$ cat config.mk
export PLATFORM = sky130hd
export DESIGN_NAME = pcs_link_monitor
export DESIGN_NICKNAME = d
export VERILOG_FILES = /design/src/verilog/capture_fifo.v /design/src/verilog/pcs_link_monitor.v /design/src/verilog/sat_counter.v
export VERILOG_INCLUDE_DIRS = /design/src /design/src/verilog
export SDC_FILE = /design/constraint.sdc
export NUM_CORES = 1
export LEC_CHECK = 0
export ABC_AREA = 1
export BUFFER_PORTS_ARGS = -buffer_cell sky130_fd_sc_hd__buf_2
export CAP_MARGIN = 15
export CORE_MARGIN = 10
export CORE_UTILIZATION = 61
export DETAILED_ROUTE_END_ITERATION = 16
export PLACE_DENSITY_LB_ADDON = 0.25
export SLEW_MARGIN = 20
export SYNTH_ARGS = -nofsm -noshare
export SYNTH_HDL_FRONTEND = slang
export SYNTH_SLANG_ARGS = --single-unit
$ cat constraint.sdc
create_clock -name mclk -period 9.2 [get_ports mclk]
set_input_delay 0.46 -clock mclk [delete_from_list [all_inputs] [get_ports mclk]]
set_output_delay 0.46 -clock mclk [all_outputs]
set_load 0.1 [all_outputs]
$ cat src/verilog/pcs_monitor_regs.vh
// Register offsets, field positions, reset values and mode codes for the PCS link monitor
`ifndef PCS_MONITOR_REGS_VH
`define PCS_MONITOR_REGS_VH
`define ADDR_W 6
`define REG_MODE_CTRL 6'h00
`define REG_FOUR_LANE_STATE 6'h04
`define REG_FOUR_LANE_ERR 6'h08
`define REG_ONE_LANE_STATE 6'h0C
`define REG_ONE_LANE_EVENT 6'h10
`define REG_ONE_LANE_MASK 6'h14
`define REG_CAPTURE_WORD 6'h18
`define REG_CAPTURE_FILL 6'h1C
`define REG_TX_ERR_ENTRIES 6'h20
`define REG_TX_BAD_CHAR 6'h24
`define REG_RX_BAD_HDR_ENTRIES 6'h28
`define REG_RX_ERR_ENTRIES 6'h2C
`define REG_RX_BAD_CHAR 6'h30
`define REG_LANE_OVERFLOW 6'h34
`define REG_LANE_UNDERFLOW 6'h38
`define REG_LANE_DISPARITY 6'h3C
`define SPEED_FOUR_LANE 3'h4
`define SPEED_CLOCKS_OFF 3'h6
`define SPEED_ONE_LANE 3'h7
`define SPEED_RESET 3'h6
`define ERR_SYNC_LOST_BIT 0
`define ERR_ALIGN_LOST_BIT 1
`define ERR_CODEWORD_BIT 2
`define EVT_LOCK_CHANGE_BIT 0
`define EVT_HIGH_BER_BIT 1
`define EVT_FAULT_SEQ_BIT 2
`define MASK_RESET 3'h0
`define CODEGROUP_OFFSET 6'h00
`endif

$ cat src/verilog/capture_fifo.v
// Small FIFO memory holding captured sequence ordered sets
`timescale 1ns/1ps
`default_nettype none
module capture_fifo #(
	parameter WIDTH = 32,
	parameter AW = 3
) (
	input wire mclk,
	input wire rst,
	input wire clear,
	input wire push,
	input wire [WIDTH-1:0] push_data,
	input wire pop,
	output reg [WIDTH-1:0] head_ff,
	output reg [AW:0] fill_ff
);
	reg [WIDTH-1:0] mem [0:(1<<AW)-1];
	reg [AW-1:0] wr_ff;
	reg [AW-1:0] rd_ff;
	wire full = fill_ff[AW];
	wire empty = (fill_ff == {(AW+1){1'b0}});
	wire do_push = push && !full;
	wire do_pop = pop && !empty;
	always @(posedge mclk) begin
		if (do_push) begin
			mem[wr_ff] <= push_data;
		end
	end
	// Head is registered; shown value is the oldest entry, zero when empty
	always @(posedge mclk or posedge rst) begin
		if (rst) begin
			wr_ff <= {AW{1'b0}};
			rd_ff <= {AW{1'b0}};
			fill_ff <= {(AW+1){1'b0}};
			head_ff <= {WIDTH{1'b0}};
		end else if (clear) begin
			wr_ff <= {AW{1'b0}};
			rd_ff <= {AW{1'b0}};
			fill_ff <= {(AW+1){1'b0}};
			head_ff <= {WIDTH{1'b0}};
		end else begin
			if (do_push) begin
				wr_ff <= wr_ff + {{(AW-1){1'b0}}, 1'b1};
			end
			if (do_pop) begin
				rd_ff <= rd_ff + {{(AW-1){1'b0}}, 1'b1};
			end
			if (do_push && !do_pop) begin
				fill_ff <= fill_ff + {{AW{1'b0}}, 1'b1};
			end else if (do_pop && !do_push) begin
				fill_ff <= fill_ff - {{AW{1'b0}}, 1'b1};
			end
			if (empty && do_push) begin
				head_ff <= push_data;
			end else if (do_pop && (fill_ff == {{AW{1'b0}}, 1'b1}) && !do_push) begin
				head_ff <= {WIDTH{1'b0}};
			end else if (do_pop && (fill_ff == {{AW{1'b0}}, 1'b1})) begin
				head_ff <= push_data;
			end else if (do_pop) begin
				head_ff <= mem[rd_ff + {{(AW-1){1'b0}}, 1'b1}];
			end
		end
	end
endmodule
`default_nettype wire

$ cat src/verilog/pcs_link_monitor.v
// Link surveillance and error accounting for a dual-path 10G port PCS
//
// The implementer's own choices: the address-and-strobe port and the address map.
`timescale 1ns/1ps
`default_nettype none
`include "pcs_monitor_regs.vh"
module pcs_link_monitor #(
	parameter LANES = 4,
	parameter CNT_W = 16,
	parameter OSET_W = 32,
	parameter FIFO_AW = 3
) (
	input wire mclk,
	input wire rst,
	input wire [`ADDR_W-1:0] reg_addr,
	input wire [31:0] reg_wdata,
	input wire reg_wr,
	input wire reg_rd,
	output reg [31:0] reg_rdata_ff,
	input wire [LANES-1:0] lane_active,
	input wire [LANES-1:0] lane_sync,
	input wire [LANES-1:0] lane_local_fault,
	input wire [LANES-1:0] lane_code_err,
	input wire [LANES-1:0] lane_disparity_err,
	input wire [LANES-1:0] lane_fifo_overflow,
	input wire [LANES-1:0] lane_fifo_underflow,
	input wire lanes_aligned,
	input wire block_lock,
	input wire high_ber,
	input wire oset_valid,
	input wire oset_is_fault,
	input wire [OSET_W-1:0] oset_data,
	input wire tx_enter_error,
	input wire tx_bad_char,
	input wire rx_enter_bad_header,
	input wire rx_enter_error,
	input wire rx_bad_char,
	output reg four_lane_data_ok_ff,
	output reg single_lane_data_ok_ff,
	output reg pcs_event_irq_ff,
	output reg [2:0] speed_sel_ff,
	output reg port_reset_ff
);
	// One-hot path states decoded from the speed select
	localparam PATH_OFF = 3'b001;
	localparam PATH_FOUR = 3'b010;
	localparam PATH_ONE = 3'b100;

	reg [2:0] path_ff;
	reg [2:0] nxt_path;
	reg [LANES-1:0] lane_fault_seen_ff;
	reg [2:0] four_lane_err_ff;
	reg [2:0] single_lane_event_ff;
	reg [2:0] single_lane_event_mask_ff;
	reg lanes_aligned_q_ff;
	reg block_lock_q_ff;
	wire [OSET_W-1:0] fault_sequence_capture_word;
	reg [31:0] rd_mux;

	// Two-stage synchronisers for status arriving from the line-side clocks
	reg [LANES-1:0] sync_a_ff;
	reg [LANES-1:0] sync_b_ff;
	reg align_a_ff;
	reg align_b_ff;
	reg lock_a_ff;
	reg lock_b_ff;
	reg ber_a_ff;
	reg ber_b_ff;
	always @(posedge mclk or posedge rst) begin
		if (rst) begin
			sync_a_ff <= {LANES{1'b0}};
			sync_b_ff <= {LANES{1'b0}};
			align_a_ff <= 1'b0;
			align_b_ff <= 1'b0;
			lock_a_ff <= 1'b0;
			lock_b_ff <= 1'b0;
			ber_a_ff <= 1'b0;
			ber_b_ff <= 1'b0;
		end else begin
			sync_a_ff <= lane_sync;
			sync_b_ff <= sync_a_ff;
			align_a_ff <= lanes_aligned;
			align_b_ff <= align_a_ff;
			lock_a_ff <= block_lock;
			lock_b_ff <= lock_a_ff;
			ber_a_ff <= high_ber;
			ber_b_ff <= ber_a_ff;
		end
	end

	// Register address match, shared by every write decode and the capture-word read hit
	function addr_is;
		input [`ADDR_W-1:0] a;
		input [`ADDR_W-1:0] r;
		begin
			addr_is = (a == r);
		end
	endfunction

	wire wr_hit_ctrl = reg_wr && addr_is(reg_addr, `REG_MODE_CTRL);
	wire wr_hit_ferr = reg_wr && addr_is(reg_addr, `REG_FOUR_LANE_ERR);
	wire wr_hit_fstate = reg_wr && addr_is(reg_addr, `REG_FOUR_LANE_STATE);
	wire wr_hit_evt = reg_wr && addr_is(reg_addr, `REG_ONE_LANE_EVENT);
	wire wr_hit_mask = reg_wr && addr_is(reg_addr, `REG_ONE_LANE_MASK);
	wire rd_hit_capture = reg_rd && addr_is(reg_addr, `REG_CAPTURE_WORD);
	// Write-one-to-clear masks; zero when the write is aimed elsewhere
	wire [LANES-1:0] fault_clr = wr_hit_fstate ? reg_wdata[LANES+7:8] : {LANES{1'b0}};
	wire [2:0] ferr_clr = wr_hit_ferr ? reg_wdata[2:0] : 3'h0;
	wire [2:0] evt_clr = wr_hit_evt ? reg_wdata[2:0] : 3'h0;

	// Speed select decode; reserved codes leave both paths idle
	always @* begin
		case (speed_sel_ff)
			`SPEED_FOUR_LANE: nxt_path = PATH_FOUR;
			`SPEED_ONE_LANE: nxt_path = PATH_ONE;
			default: nxt_path = PATH_OFF;
		endcase
	end
	wire four_on = path_ff[1];
	wire one_on = path_ff[2];

	// Only inputs of the selected path may change its status; a wrong config
	// with both paths active cannot occur since one code selects one path
	wire [LANES-1:0] sync_lost_lane = lane_active & ~sync_b_ff;
	wire sync_lost_ev = four_on && (|sync_lost_lane);
	wire align_lost_ev = four_on && lanes_aligned_q_ff && !align_b_ff;
	wire code_err_ev = four_on && (|(lane_code_err & lane_active));
	wire lock_change_ev = one_on && (lock_b_ff != block_lock_q_ff);
	wire high_ber_ev = one_on && ber_b_ff;
	wire fault_seq_ev = one_on && oset_valid && oset_is_fault;
	wire [2:0] four_set = {code_err_ev, align_lost_ev, sync_lost_ev};
	wire [2:0] one_set = {fault_seq_ev, high_ber_ev, lock_change_ev};
	wire [LANES-1:0] lane_fault_set = four_on ? (lane_local_fault & lane_active) : {LANES{1'b0}};

	always @(posedge mclk or posedge rst) begin
		if (rst) begin
			speed_sel_ff <= `SPEED_RESET;
			port_reset_ff <= 1'b1;
			path_ff <= PATH_OFF;
			lane_fault_seen_ff <= {LANES{1'b0}};
			four_lane_err_ff <= 3'h0;
			single_lane_event_ff <= 3'h0;
			single_lane_event_mask_ff <= `MASK_RESET;
			lanes_aligned_q_ff <= 1'b0;
			block_lock_q_ff <= 1'b0;
			four_lane_data_ok_ff <= 1'b0;
			single_lane_data_ok_ff <= 1'b0;
			pcs_event_irq_ff <= 1'b0;
		end else begin
			if (wr_hit_ctrl) begin
				speed_sel_ff <= reg_wdata[2:0];
				port_reset_ff <= reg_wdata[4];
			end
			path_ff <= nxt_path;
			lanes_aligned_q_ff <= align_b_ff;
			block_lock_q_ff <= lock_b_ff;
			// Set wins over a same-cycle write-one clear
			lane_fault_seen_ff <= (lane_fault_seen_ff & ~fault_clr) | lane_fault_set;
			four_lane_err_ff <= (four_lane_err_ff & ~ferr_clr) | four_set;
			single_lane_event_ff <= (single_lane_event_ff & ~evt_clr) | one_set;
			if (wr_hit_mask) begin
				single_lane_event_mask_ff <= reg_wdata[2:0];
			end
			four_lane_data_ok_ff <= four_on && align_b_ff;
			single_lane_data_ok_ff <= one_on && lock_b_ff;
			// Interrupt follows the masked single-lane sticky bits, only while the single-lane path is selected
			pcs_event_irq_ff <= one_on && (|(single_lane_event_ff & single_lane_event_mask_ff));
		end
	end

	// Capture FIFO: each received sequence ordered set on the single-lane path while fewer than eight are held
	wire [FIFO_AW:0] signal_set_capture_fill;
	capture_fifo #(
		.WIDTH(OSET_W),
		.AW(FIFO_AW)
	) u_capture (
		.mclk(mclk),
		.rst(rst),
		.clear(port_reset_ff),
		.push(one_on && oset_valid),
		.push_data(oset_data),
		.pop(rd_hit_capture),
		.head_ff(fault_sequence_capture_word),
		.fill_ff(signal_set_capture_fill)
	);

	// Counters, all saturating and cleared while the port reset bit is set
	wire [8:0] cnt_event;
	wire [CNT_W-1:0] cnt_val [0:8];
	assign cnt_event[0] = one_on && tx_enter_error;
	assign cnt_event[1] = one_on && tx_bad_char;
	assign cnt_event[2] = one_on && rx_enter_bad_header;
	assign cnt_event[3] = one_on && rx_enter_error;
	assign cnt_event[4] = one_on && rx_bad_char;
	assign cnt_event[5] = four_on && (|(lane_fifo_overflow & lane_active));
	assign cnt_event[6] = four_on && (|(lane_fifo_underflow & lane_active));
	assign cnt_event[7] = four_on && (|(lane_disparity_err & lane_active));
	assign cnt_event[8] = four_on && (|(lane_code_err & lane_active));
	genvar gi;
	generate
		for (gi = 0; gi < 9; gi = gi + 1) begin : g_cnt
			sat_counter #(
				.WIDTH(CNT_W)
			) u_cnt (
				.mclk(mclk),
				.rst(rst),
				.clear(port_reset_ff),
				.event_in(cnt_event[gi]),
				.count_ff(cnt_val[gi])
			);
		end
	endgenerate

	function [31:0] widen_cnt;
		input [CNT_W-1:0] v;
		begin
			widen_cnt = 32'h0;
			widen_cnt[CNT_W-1:0] = v;
		end
	endfunction

	// Read mux; the disparity and code-group counts share one word, high half code-group
	always @* begin
		rd_mux = 32'h0;
		case (reg_addr)
			`REG_MODE_CTRL: rd_mux = {27'h0, port_reset_ff, 1'b0, speed_sel_ff};
			`REG_FOUR_LANE_STATE: begin
				rd_mux[0] = four_on && align_b_ff;
				rd_mux[LANES+7:8] = lane_fault_seen_ff;
				// Lane sync belongs to the four-lane path and reads zero outside it
				rd_mux[LANES+15:16] = four_on ? sync_b_ff : {LANES{1'b0}};
			end
			`REG_FOUR_LANE_ERR: rd_mux = {29'h0, four_lane_err_ff};
			`REG_ONE_LANE_STATE: rd_mux = {30'h0, one_on && ber_b_ff, one_on && lock_b_ff};
			`REG_ONE_LANE_EVENT: rd_mux = {29'h0, single_lane_event_ff};
			`REG_ONE_LANE_MASK: rd_mux = {29'h0, single_lane_event_mask_ff};
			`REG_CAPTURE_WORD: rd_mux[OSET_W-1:0] = fault_sequence_capture_word;
			`REG_CAPTURE_FILL: rd_mux[FIFO_AW:0] = signal_set_capture_fill;
			`REG_TX_ERR_ENTRIES: rd_mux = widen_cnt(cnt_val[0]);
			`REG_TX_BAD_CHAR: rd_mux = widen_cnt(cnt_val[1]);
			`REG_RX_BAD_HDR_ENTRIES: rd_mux = widen_cnt(cnt_val[2]);
			`REG_RX_ERR_ENTRIES: rd_mux = widen_cnt(cnt_val[3]);
			`REG_RX_BAD_CHAR: rd_mux = widen_cnt(cnt_val[4]);
			`REG_LANE_OVERFLOW: rd_mux = widen_cnt(cnt_val[5]);
			`REG_LANE_UNDERFLOW: rd_mux = widen_cnt(cnt_val[6]);
			`REG_LANE_DISPARITY: rd_mux = {cnt_val[8], cnt_val[7]};
			default: rd_mux = 32'h0;
		endcase
	end

	// Read data stands only in the cycle after the strobe
	always @(posedge mclk or posedge rst) begin
		if (rst) begin
			reg_rdata_ff <= 32'h0;
		end else if (reg_rd) begin
			reg_rdata_ff <= rd_mux;
		end else begin
			reg_rdata_ff <= 32'h0;
		end
	end
endmodule
`default_nettype wire

$ cat src/verilog/sat_counter.v
// Saturating event counter that is cleared by the port reset
`timescale 1ns/1ps
`default_nettype none
module sat_counter #(
	parameter WIDTH = 16
) (
	input wire mclk,
	input wire rst,
	input wire clear,
	input wire event_in,
	output reg [WIDTH-1:0] count_ff
);
	always @(posedge mclk or posedge rst) begin
		if (rst) begin
			count_ff <= {WIDTH{1'b0}};
		end else if (clear) begin
			count_ff <= {WIDTH{1'b0}};
		end else if (event_in && (count_ff != {WIDTH{1'b1}})) begin
			count_ff <= count_ff + {{(WIDTH-1){1'b0}}, 1'b1};
		end
	end
endmodule
`default_nettype wire
Yosys cells after proc, flatten, opt, wreduce, memory -nomap -nowiden
Memories as Yosys holds them, arrays and structs flattened.
Cells that the tools add are included.
{"block": "word_totals", "out_inout_bits": 39, "word_cells": 206, "ff_bits": 257, "mem_bits_rw": 256, "n_memories": 1, "inputBits": 112}
{"memory": "u_capture.mem", "words": 8, "width": 32, "rd": 1, "rd_ports_with_merged_regs": 0, "write_ports": 1, "line": "capture_fifo.v:17", "rtl": "reg [WIDTH-1:0] mem [0:(1<<AW)-1];"}
{"block": "op_classes", "n_addsub": 13, "n_eq_ne": 28, "reduce_logical": 67, "bitwise_logic": 17, "mux": 46}
{"operator": "16-bit 2-to-1 mux", "count": 18}
{"operator": "32-bit 2-to-1 mux", "count": 6}
{"operator": "16-bit by 1-bit adder with 16-bit output, second input constant", "count": 9}
{"operator": "16-bit inequality test, second input constant", "count": 9}
{"operator": "4-bit case mux with 10 select lines", "count": 2}
{"operator": "6-bit == test, second input constant", "count": 8}
{"operator": "3-bit case mux with 15 select lines", "count": 1}
{"operator": "1-bit logical AND", "count": 41}
{"operator": "4-bit case mux with 9 select lines", "count": 1}
{"operator": "4-bit bitwise AND", "count": 7}
{"operator": "6-bit by 5-bit == test with 1-bit output, second input constant", "count": 4}
{"operator": "4-bit 2-to-1 mux", "count": 6}
{"operator": "12-bit case mux with 2 select lines", "count": 1}
{"operator": "2-bit nonzero test", "count": 11}
{"operator": "4-bit OR reduction", "count": 5}
{"operator": "3-bit 2-to-1 mux", "count": 6}
{"operator": "1-bit case mux with 16 select lines", "count": 1}
{"operator": "6-bit by 4-bit == test with 1-bit output, second input constant", "count": 2}
{"operator": "4-bit case mux with 3 select lines", "count": 1}
{"operator": "3-bit bitwise AND", "count": 3}
{"operator": "4-bit inverter", "count": 2}
{"operator": "3-bit by 1-bit adder with 3-bit output, second input constant", "count": 2}
{"operator": "3-bit == test, second input constant", "count": 2}
{"operator": "6-bit by 3-bit == test with 1-bit output, second input constant", "count": 1}
{"operator": "15 further kinds", "count": 22}

Logic depth before layout (Yosys ltp)
{"block": "logic_depth", "depth_word": 8, "ltp_mapped": 11, "mapped_depth_nobuf": 10}

Modules after synthesis
Synthesis repeated with hierarchy kept, for this count alone.
{"block": "hier_totals", "cells_unflattened": 3215, "hier_area_um2": 26296.5}
{"mod": "capture_fifo", "instances": 1, "area_per_inst_um2": 12383.1, "seq_area_each_um2": 8738.4, "cells_per_inst": 1141}
{"mod": "sat_counter", "instances": 9, "area_per_inst_um2": 1081.0, "seq_area_each_um2": 400.4, "cells_per_inst": 161}
{"mod": "pcs_link_monitor", "instances": 1, "area_per_inst_um2": 4184.0, "seq_area_each_um2": 1755.4, "cells_per_inst": 625}

Worst setup path before layout
Ideal clock, no wire load.
{"block": "synth_timing", "path_type": "register -> register", "start": "register path_ff[2]", "end": "memory u_capture.mem[1][0], enable pin", "period_less_slack_ns": 2.903, "arrival_ns": 2.482, "setup_ns": 0.421, "setup_slack_ns": 6.297, "stages_incl_launch_ff": 8, "n_path_buf": 1, "path_cell_list": "dfrtp_1 > buf_4 > nand2_1 > nor2_1 > inv_1 > nor2_1 > inv_1 > nor2_1"}
{"block": "synth_via", "elab_chain_cells": 4}
{"item": "from (decl)", "line": "pcs_link_monitor.v:49", "rtl": "reg [2:0] path_ff;"}
{"item": "from (signal assigned)", "line": "pcs_link_monitor.v:154", "rtl": "path_ff <= nxt_path;"}
{"item": "1-bit logical AND", "line": "pcs_link_monitor.v:180", "rtl": ".push(one_on && oset_valid),"}
{"item": "1-bit logical AND", "line": "capture_fifo.v:22", "rtl": "wire do_push = push && !full;"}
{"item": "1-bit 2-to-1 mux", "line": "capture_fifo.v:25", "rtl": "if (do_push) begin"}
{"item": "1-bit 2-to-1 mux (implied by the code)", "line": "capture_fifo.v:26", "rtl": "mem[wr_ff] <= push_data;"}
{"item": "to (decl)", "line": "capture_fifo.v:17"}
Every way passes these cells.

Final worst setup path
{"block": "layout_timing", "start": "register u_capture.rd_ff[0]", "end": "register u_capture.head_ff[17]"}
{"block": "layout_via", "elab_chain_cells": 7}
{"item": "from (decl)", "line": "capture_fifo.v:19", "rtl": "reg [AW-1:0] rd_ff;"}
{"item": "from (signal assigned)", "line": "capture_fifo.v:33", "rtl": "rd_ff <= {AW{1'b0}};"}
{"item": "from (signal assigned)", "line": "capture_fifo.v:38", "rtl": "rd_ff <= {AW{1'b0}};"}
{"item": "from (signal assigned)", "line": "capture_fifo.v:46", "rtl": "rd_ff <= rd_ff + {{(AW-1){1'b0}}, 1'b1};"}
{"item": "3-bit by 1-bit adder with 3-bit output", "line": "capture_fifo.v:60", "rtl": "head_ff <= mem[rd_ff + {{(AW-1){1'b0}}, 1'b1}];"}
{"item": "memory 8 x 32 bit"}
{"item": "32-bit 2-to-1 mux", "line": "capture_fifo.v:59", "rtl": "end else if (do_pop) begin"}
{"item": "32-bit 2-to-1 mux", "line": "capture_fifo.v:57", "rtl": "end else if (do_pop && (fill_ff == {{AW{1'b0}}, 1'b1})) begin"}
{"item": "32-bit 2-to-1 mux", "line": "capture_fifo.v:55", "rtl": "end else if (do_pop && (fill_ff == {{AW{1'b0}}, 1'b1}) && !do_push) begin"}
{"item": "32-bit 2-to-1 mux", "line": "capture_fifo.v:53", "rtl": "if (empty && do_push) begin"}
{"item": "32-bit 2-to-1 mux", "line": "capture_fifo.v:36", "rtl": "end else if (clear) begin"}
{"item": "to (signal assigned)", "line": "capture_fifo.v:54", "rtl": "head_ff <= push_data;"}
{"item": "to (signal assigned)", "line": "capture_fifo.v:56", "rtl": "head_ff <= {WIDTH{1'b0}};"}
{"item": "to (signal assigned)", "line": "capture_fifo.v:58", "rtl": "head_ff <= push_data;"}
{"item": "to (decl)", "line": "capture_fifo.v:14", "rtl": "output reg [WIDTH-1:0] head_ff,"}
Every way passes these cells. The select of a mux whose other input is x is not followed.
A chain may end at the register's enable or synchronous reset.

==> flow_summary.toml <==
[timing]
finalCritPeriodShare_pct = 37.3
skew_ns = 0.0402
rsz0062_at_grt = "no"
timing_hold_violations_final = 0
max_freq_mhz = 292
setup_viol = 0
slew_headroom_pct = 23.8
timing.final.crit_period_ns = 3.43
tns_ns = 0
final_max_slew_viol_count = 0
tightest_slew_ns = 1.14

[drt]
wirelength_mm = 70.2
wl_per_cell_um = 19.3
vias_per_cell = 5.95
final_antenna_net_count = 0
route.detailed.drc = 0
firstDrtPassIters = 6
drt_iter0_drc = 2657
vias = 21599

[yosys]
synth.area.mux_share_pct = 0
ys_warn_count = 0
yosysTopAreaCell = "edfxtp_1"
synth-compound-area-share_pct = 4.76
synth_xor_area_share_pct = 1.22
synth_area_mm2 = 0.0251
netlist_instances = 2955
ys_seq_area_share_pct = 56.1
synth-simple-area-share_pct = 32.3
synth_area_per_cell_um2 = 8.50
syn_nets = 3081
yosys.area.top_type_share_pct = 30.6
synth.area.top_cells = "edfxtp_1 (31%), dfrtp_1 (25%), nand2_1 (16%), nand3_1 (7.6%), nor2_1 (3.3%)"
ys_ff_latch = 512
synth_top_family_by_area = "simple AND/OR/NAND/NOR gates"
ys_types = 40
synthAdderAreaFrac_pct = 0.697

[cells_and_area]
final_area_mm2 = 0.0279
fin_nets = 3178
drive_above_1_share_pct = 9.95
final_cells = 3630
area_growth_pct = 11.0
layout_commonest_cell = "nand2_1"
final_cell_mix = "nand2_1 (1093), nand3_1 (384), edfxtp_1 (256)"
fin_util_pct = 68.5

[clocking]
root_buffer = "clkbuf_16"
clockBufferDepth = 3
cts-resized-gates = 0
numCtsBuffers = 53
htreeDepth = 2
post_cts_buffers = 0
clk_latency_ns = 0.64
clk_pin_slew_worst_paths_ns = 0.06
hold_buffers = 7
cts_tree = "built"
cts_sinks = 512

[floorplan]
pin_count = 151
row_count = 74
fp.dieW_um = 223
core-area_mm2 = 0.0407
die-area_mm2 = 0.0497
start_util_pct = 61.7
die_y_um = 223

[hold_path]
hp-class = "input port to async pin"

[critical_path]
critPathRequiredTime_ns = 9.78
worstPathMaxFanout = 65
cp-start-kind = "flip-flop"
cp.arrival_ns = 4.01
critPathCaptureType = "flip-flop"
crit_type = "flip-flop to flip-flop"

[global_routing]
track_usage_pct = 27.9
grt_max_degree = 125
grt_pass1_vias = 20562
gr-total-overflow = 0
antenna_found_initial = 6
grt_pass1_wl_mm = 112

[pwr]
irDropWorstVdd_v = 0.000220
pwr_density_cell_mw_per_mm2 = 174
leakagePower_nw = 11.9

[placement]
gp_congestion = 0.979
dpl_cell_area_mm2 = 0.0261
place_inst = 3522
dp_hpwl_mm = 45.7
io_buffers = 126

[status]
status = "finished clean"

[job]
maxCapViolCount = 0
[state kept, by name (all words and copies together), names as in the netlist, 2 cells and up]
register and count:
u_capture.mem 256, g_cnt.u_cnt.count_ff 144, reg_rdata_ff 32, u_capture.head_ff 32, lane_fault_seen_ff 4, sync_a_ff 4, sync_b_ff 4, u_capture.fill_ff 4
four_lane_err_ff 3, single_lane_event_ff 3, single_lane_event_mask_ff 3, speed_sel_ff 3, u_capture.rd_ff 3, u_capture.wr_ff 3, path_ff 2
[metrics by stage]
step	power (mW)	setup slack, ns	hold slack (ns)
6_report	4.85	5.77	0.00715
3_5_place_dp	2.75	5.83	0.336
5_1_grt	4.99	5.56	0.0721
3_3_place_gp	2.75	5.83	0.336
2_1_floorplan	2.67	1.70	0.331
4_1_cts	4.87	5.77	0.0462
[report_power, final]
| part | total, mW | switching, mW | internal [mW] | leakage (nW) |
|---|---|---|---|---|
| clock | 2.14 | 0.924 | 1.21 | 0.847 |
| sequential | 2.46 | 0.0245 | 2.44 | 5.79 |
| combinational | 0.254 | 0.198 | 0.0562 | 5.25 |
[path summary, 6_finish.rpt]
path	slack, ns	to	depth (start not counted)	from
max in group asynchronous	7.66	u_capture.rd_ff[0]$_DFFE_PP0P_	3	rst
hold / removal	0.007	g_cnt[3].u_cnt.count_ff[8]$_DFFE_PP0P_	2	rst
setup reg to reg	5.77	u_capture.head_ff[17]$_DFFE_PP0P_	11	u_capture.rd_ff[0]$_DFFE_PP0P_
min in group mclk	0.06	single_lane_event_ff[2]$_DFF_PP0_	3	oset_is_fault
hold reg to reg	0.35	align_b_ff$_DFF_PP0_	0	align_a_ff$_DFF_PP0_
setup / recovery	5.77	u_capture.head_ff[17]$_DFFE_PP0P_	11	u_capture.rd_ff[0]$_DFFE_PP0P_
[cells by family after synthesis]
logic type	count (synthesis)
simple gates	1891
compound gates	218
buf+inv	285
fa+ha+maj	14
xor+xnor	35
flops	512
[area by class of cell]
type | instances | area (um2)
flip-flops and latches | 512 | 14100
repair buffers | 156 | 873
clock buffers | 68 | 1420
inverters | 171 | 653
diodes | 2 | 5.00
well taps | 532 | 666
fillers | 3173 | 12800
clock inverters | 31 | 310
multi-input cells | 2158 | 9870
[cell usage after synthesis]
cell type  count
a211oi_1       1
a21oi_1       40
a31o_2         7
a32o_1         4
buf_1         20
buf_2         47
buf_4          5
buf_6         11
clkbuf_1      31
dfrtp_1      253
dfstp_2        3
edfxtp_1     256
ha_1          14
inv_1        166
inv_2          5
nand2_1     1093
nand2_2        5
nand2_4        1
nand3_1      384
nand3_2        2
nand3b_1      10
nand4_1      108
nor2_1       218
nor2_2        21
nor2_4         5
nor2_8         1
nor3_1        26
nor3_2         2
nor3_4         1
nor3b_1        2
o211ai_1       6
o21ai_0      119
o21ai_1       23
o21ai_2        1
o21bai_1      11
o22ai_1        5
o31ai_1        1
or2_2         12
xnor2_1        8
xor2_1        27
[critical path, stage by stage, from the launching register on]
cell	delay, ns
dfrtp_4	0.71
ha_2	0.42
buf_4	0.65
inv_2	0.33
buf_4	0.44
nand3_1	0.17
nand3_1	0.09
nand2_1	0.11
nand3_1	0.09
nand2_1	0.16
nand2_1	0.08
nand2_1	0.09
[per-layer routing]
metal  up-vias  share of wire [%]  GRT usage, %  wire length (um)
met5         -              0.081             0                57
met4         8                5.3          15.2              3720
met1     10337                 39          35.3             27200
met2       980                 48          45.3             33800
met3       208                7.6          4.28              5370
li1      10066                  -             -                 -
(Power assumes the default switching activity.)
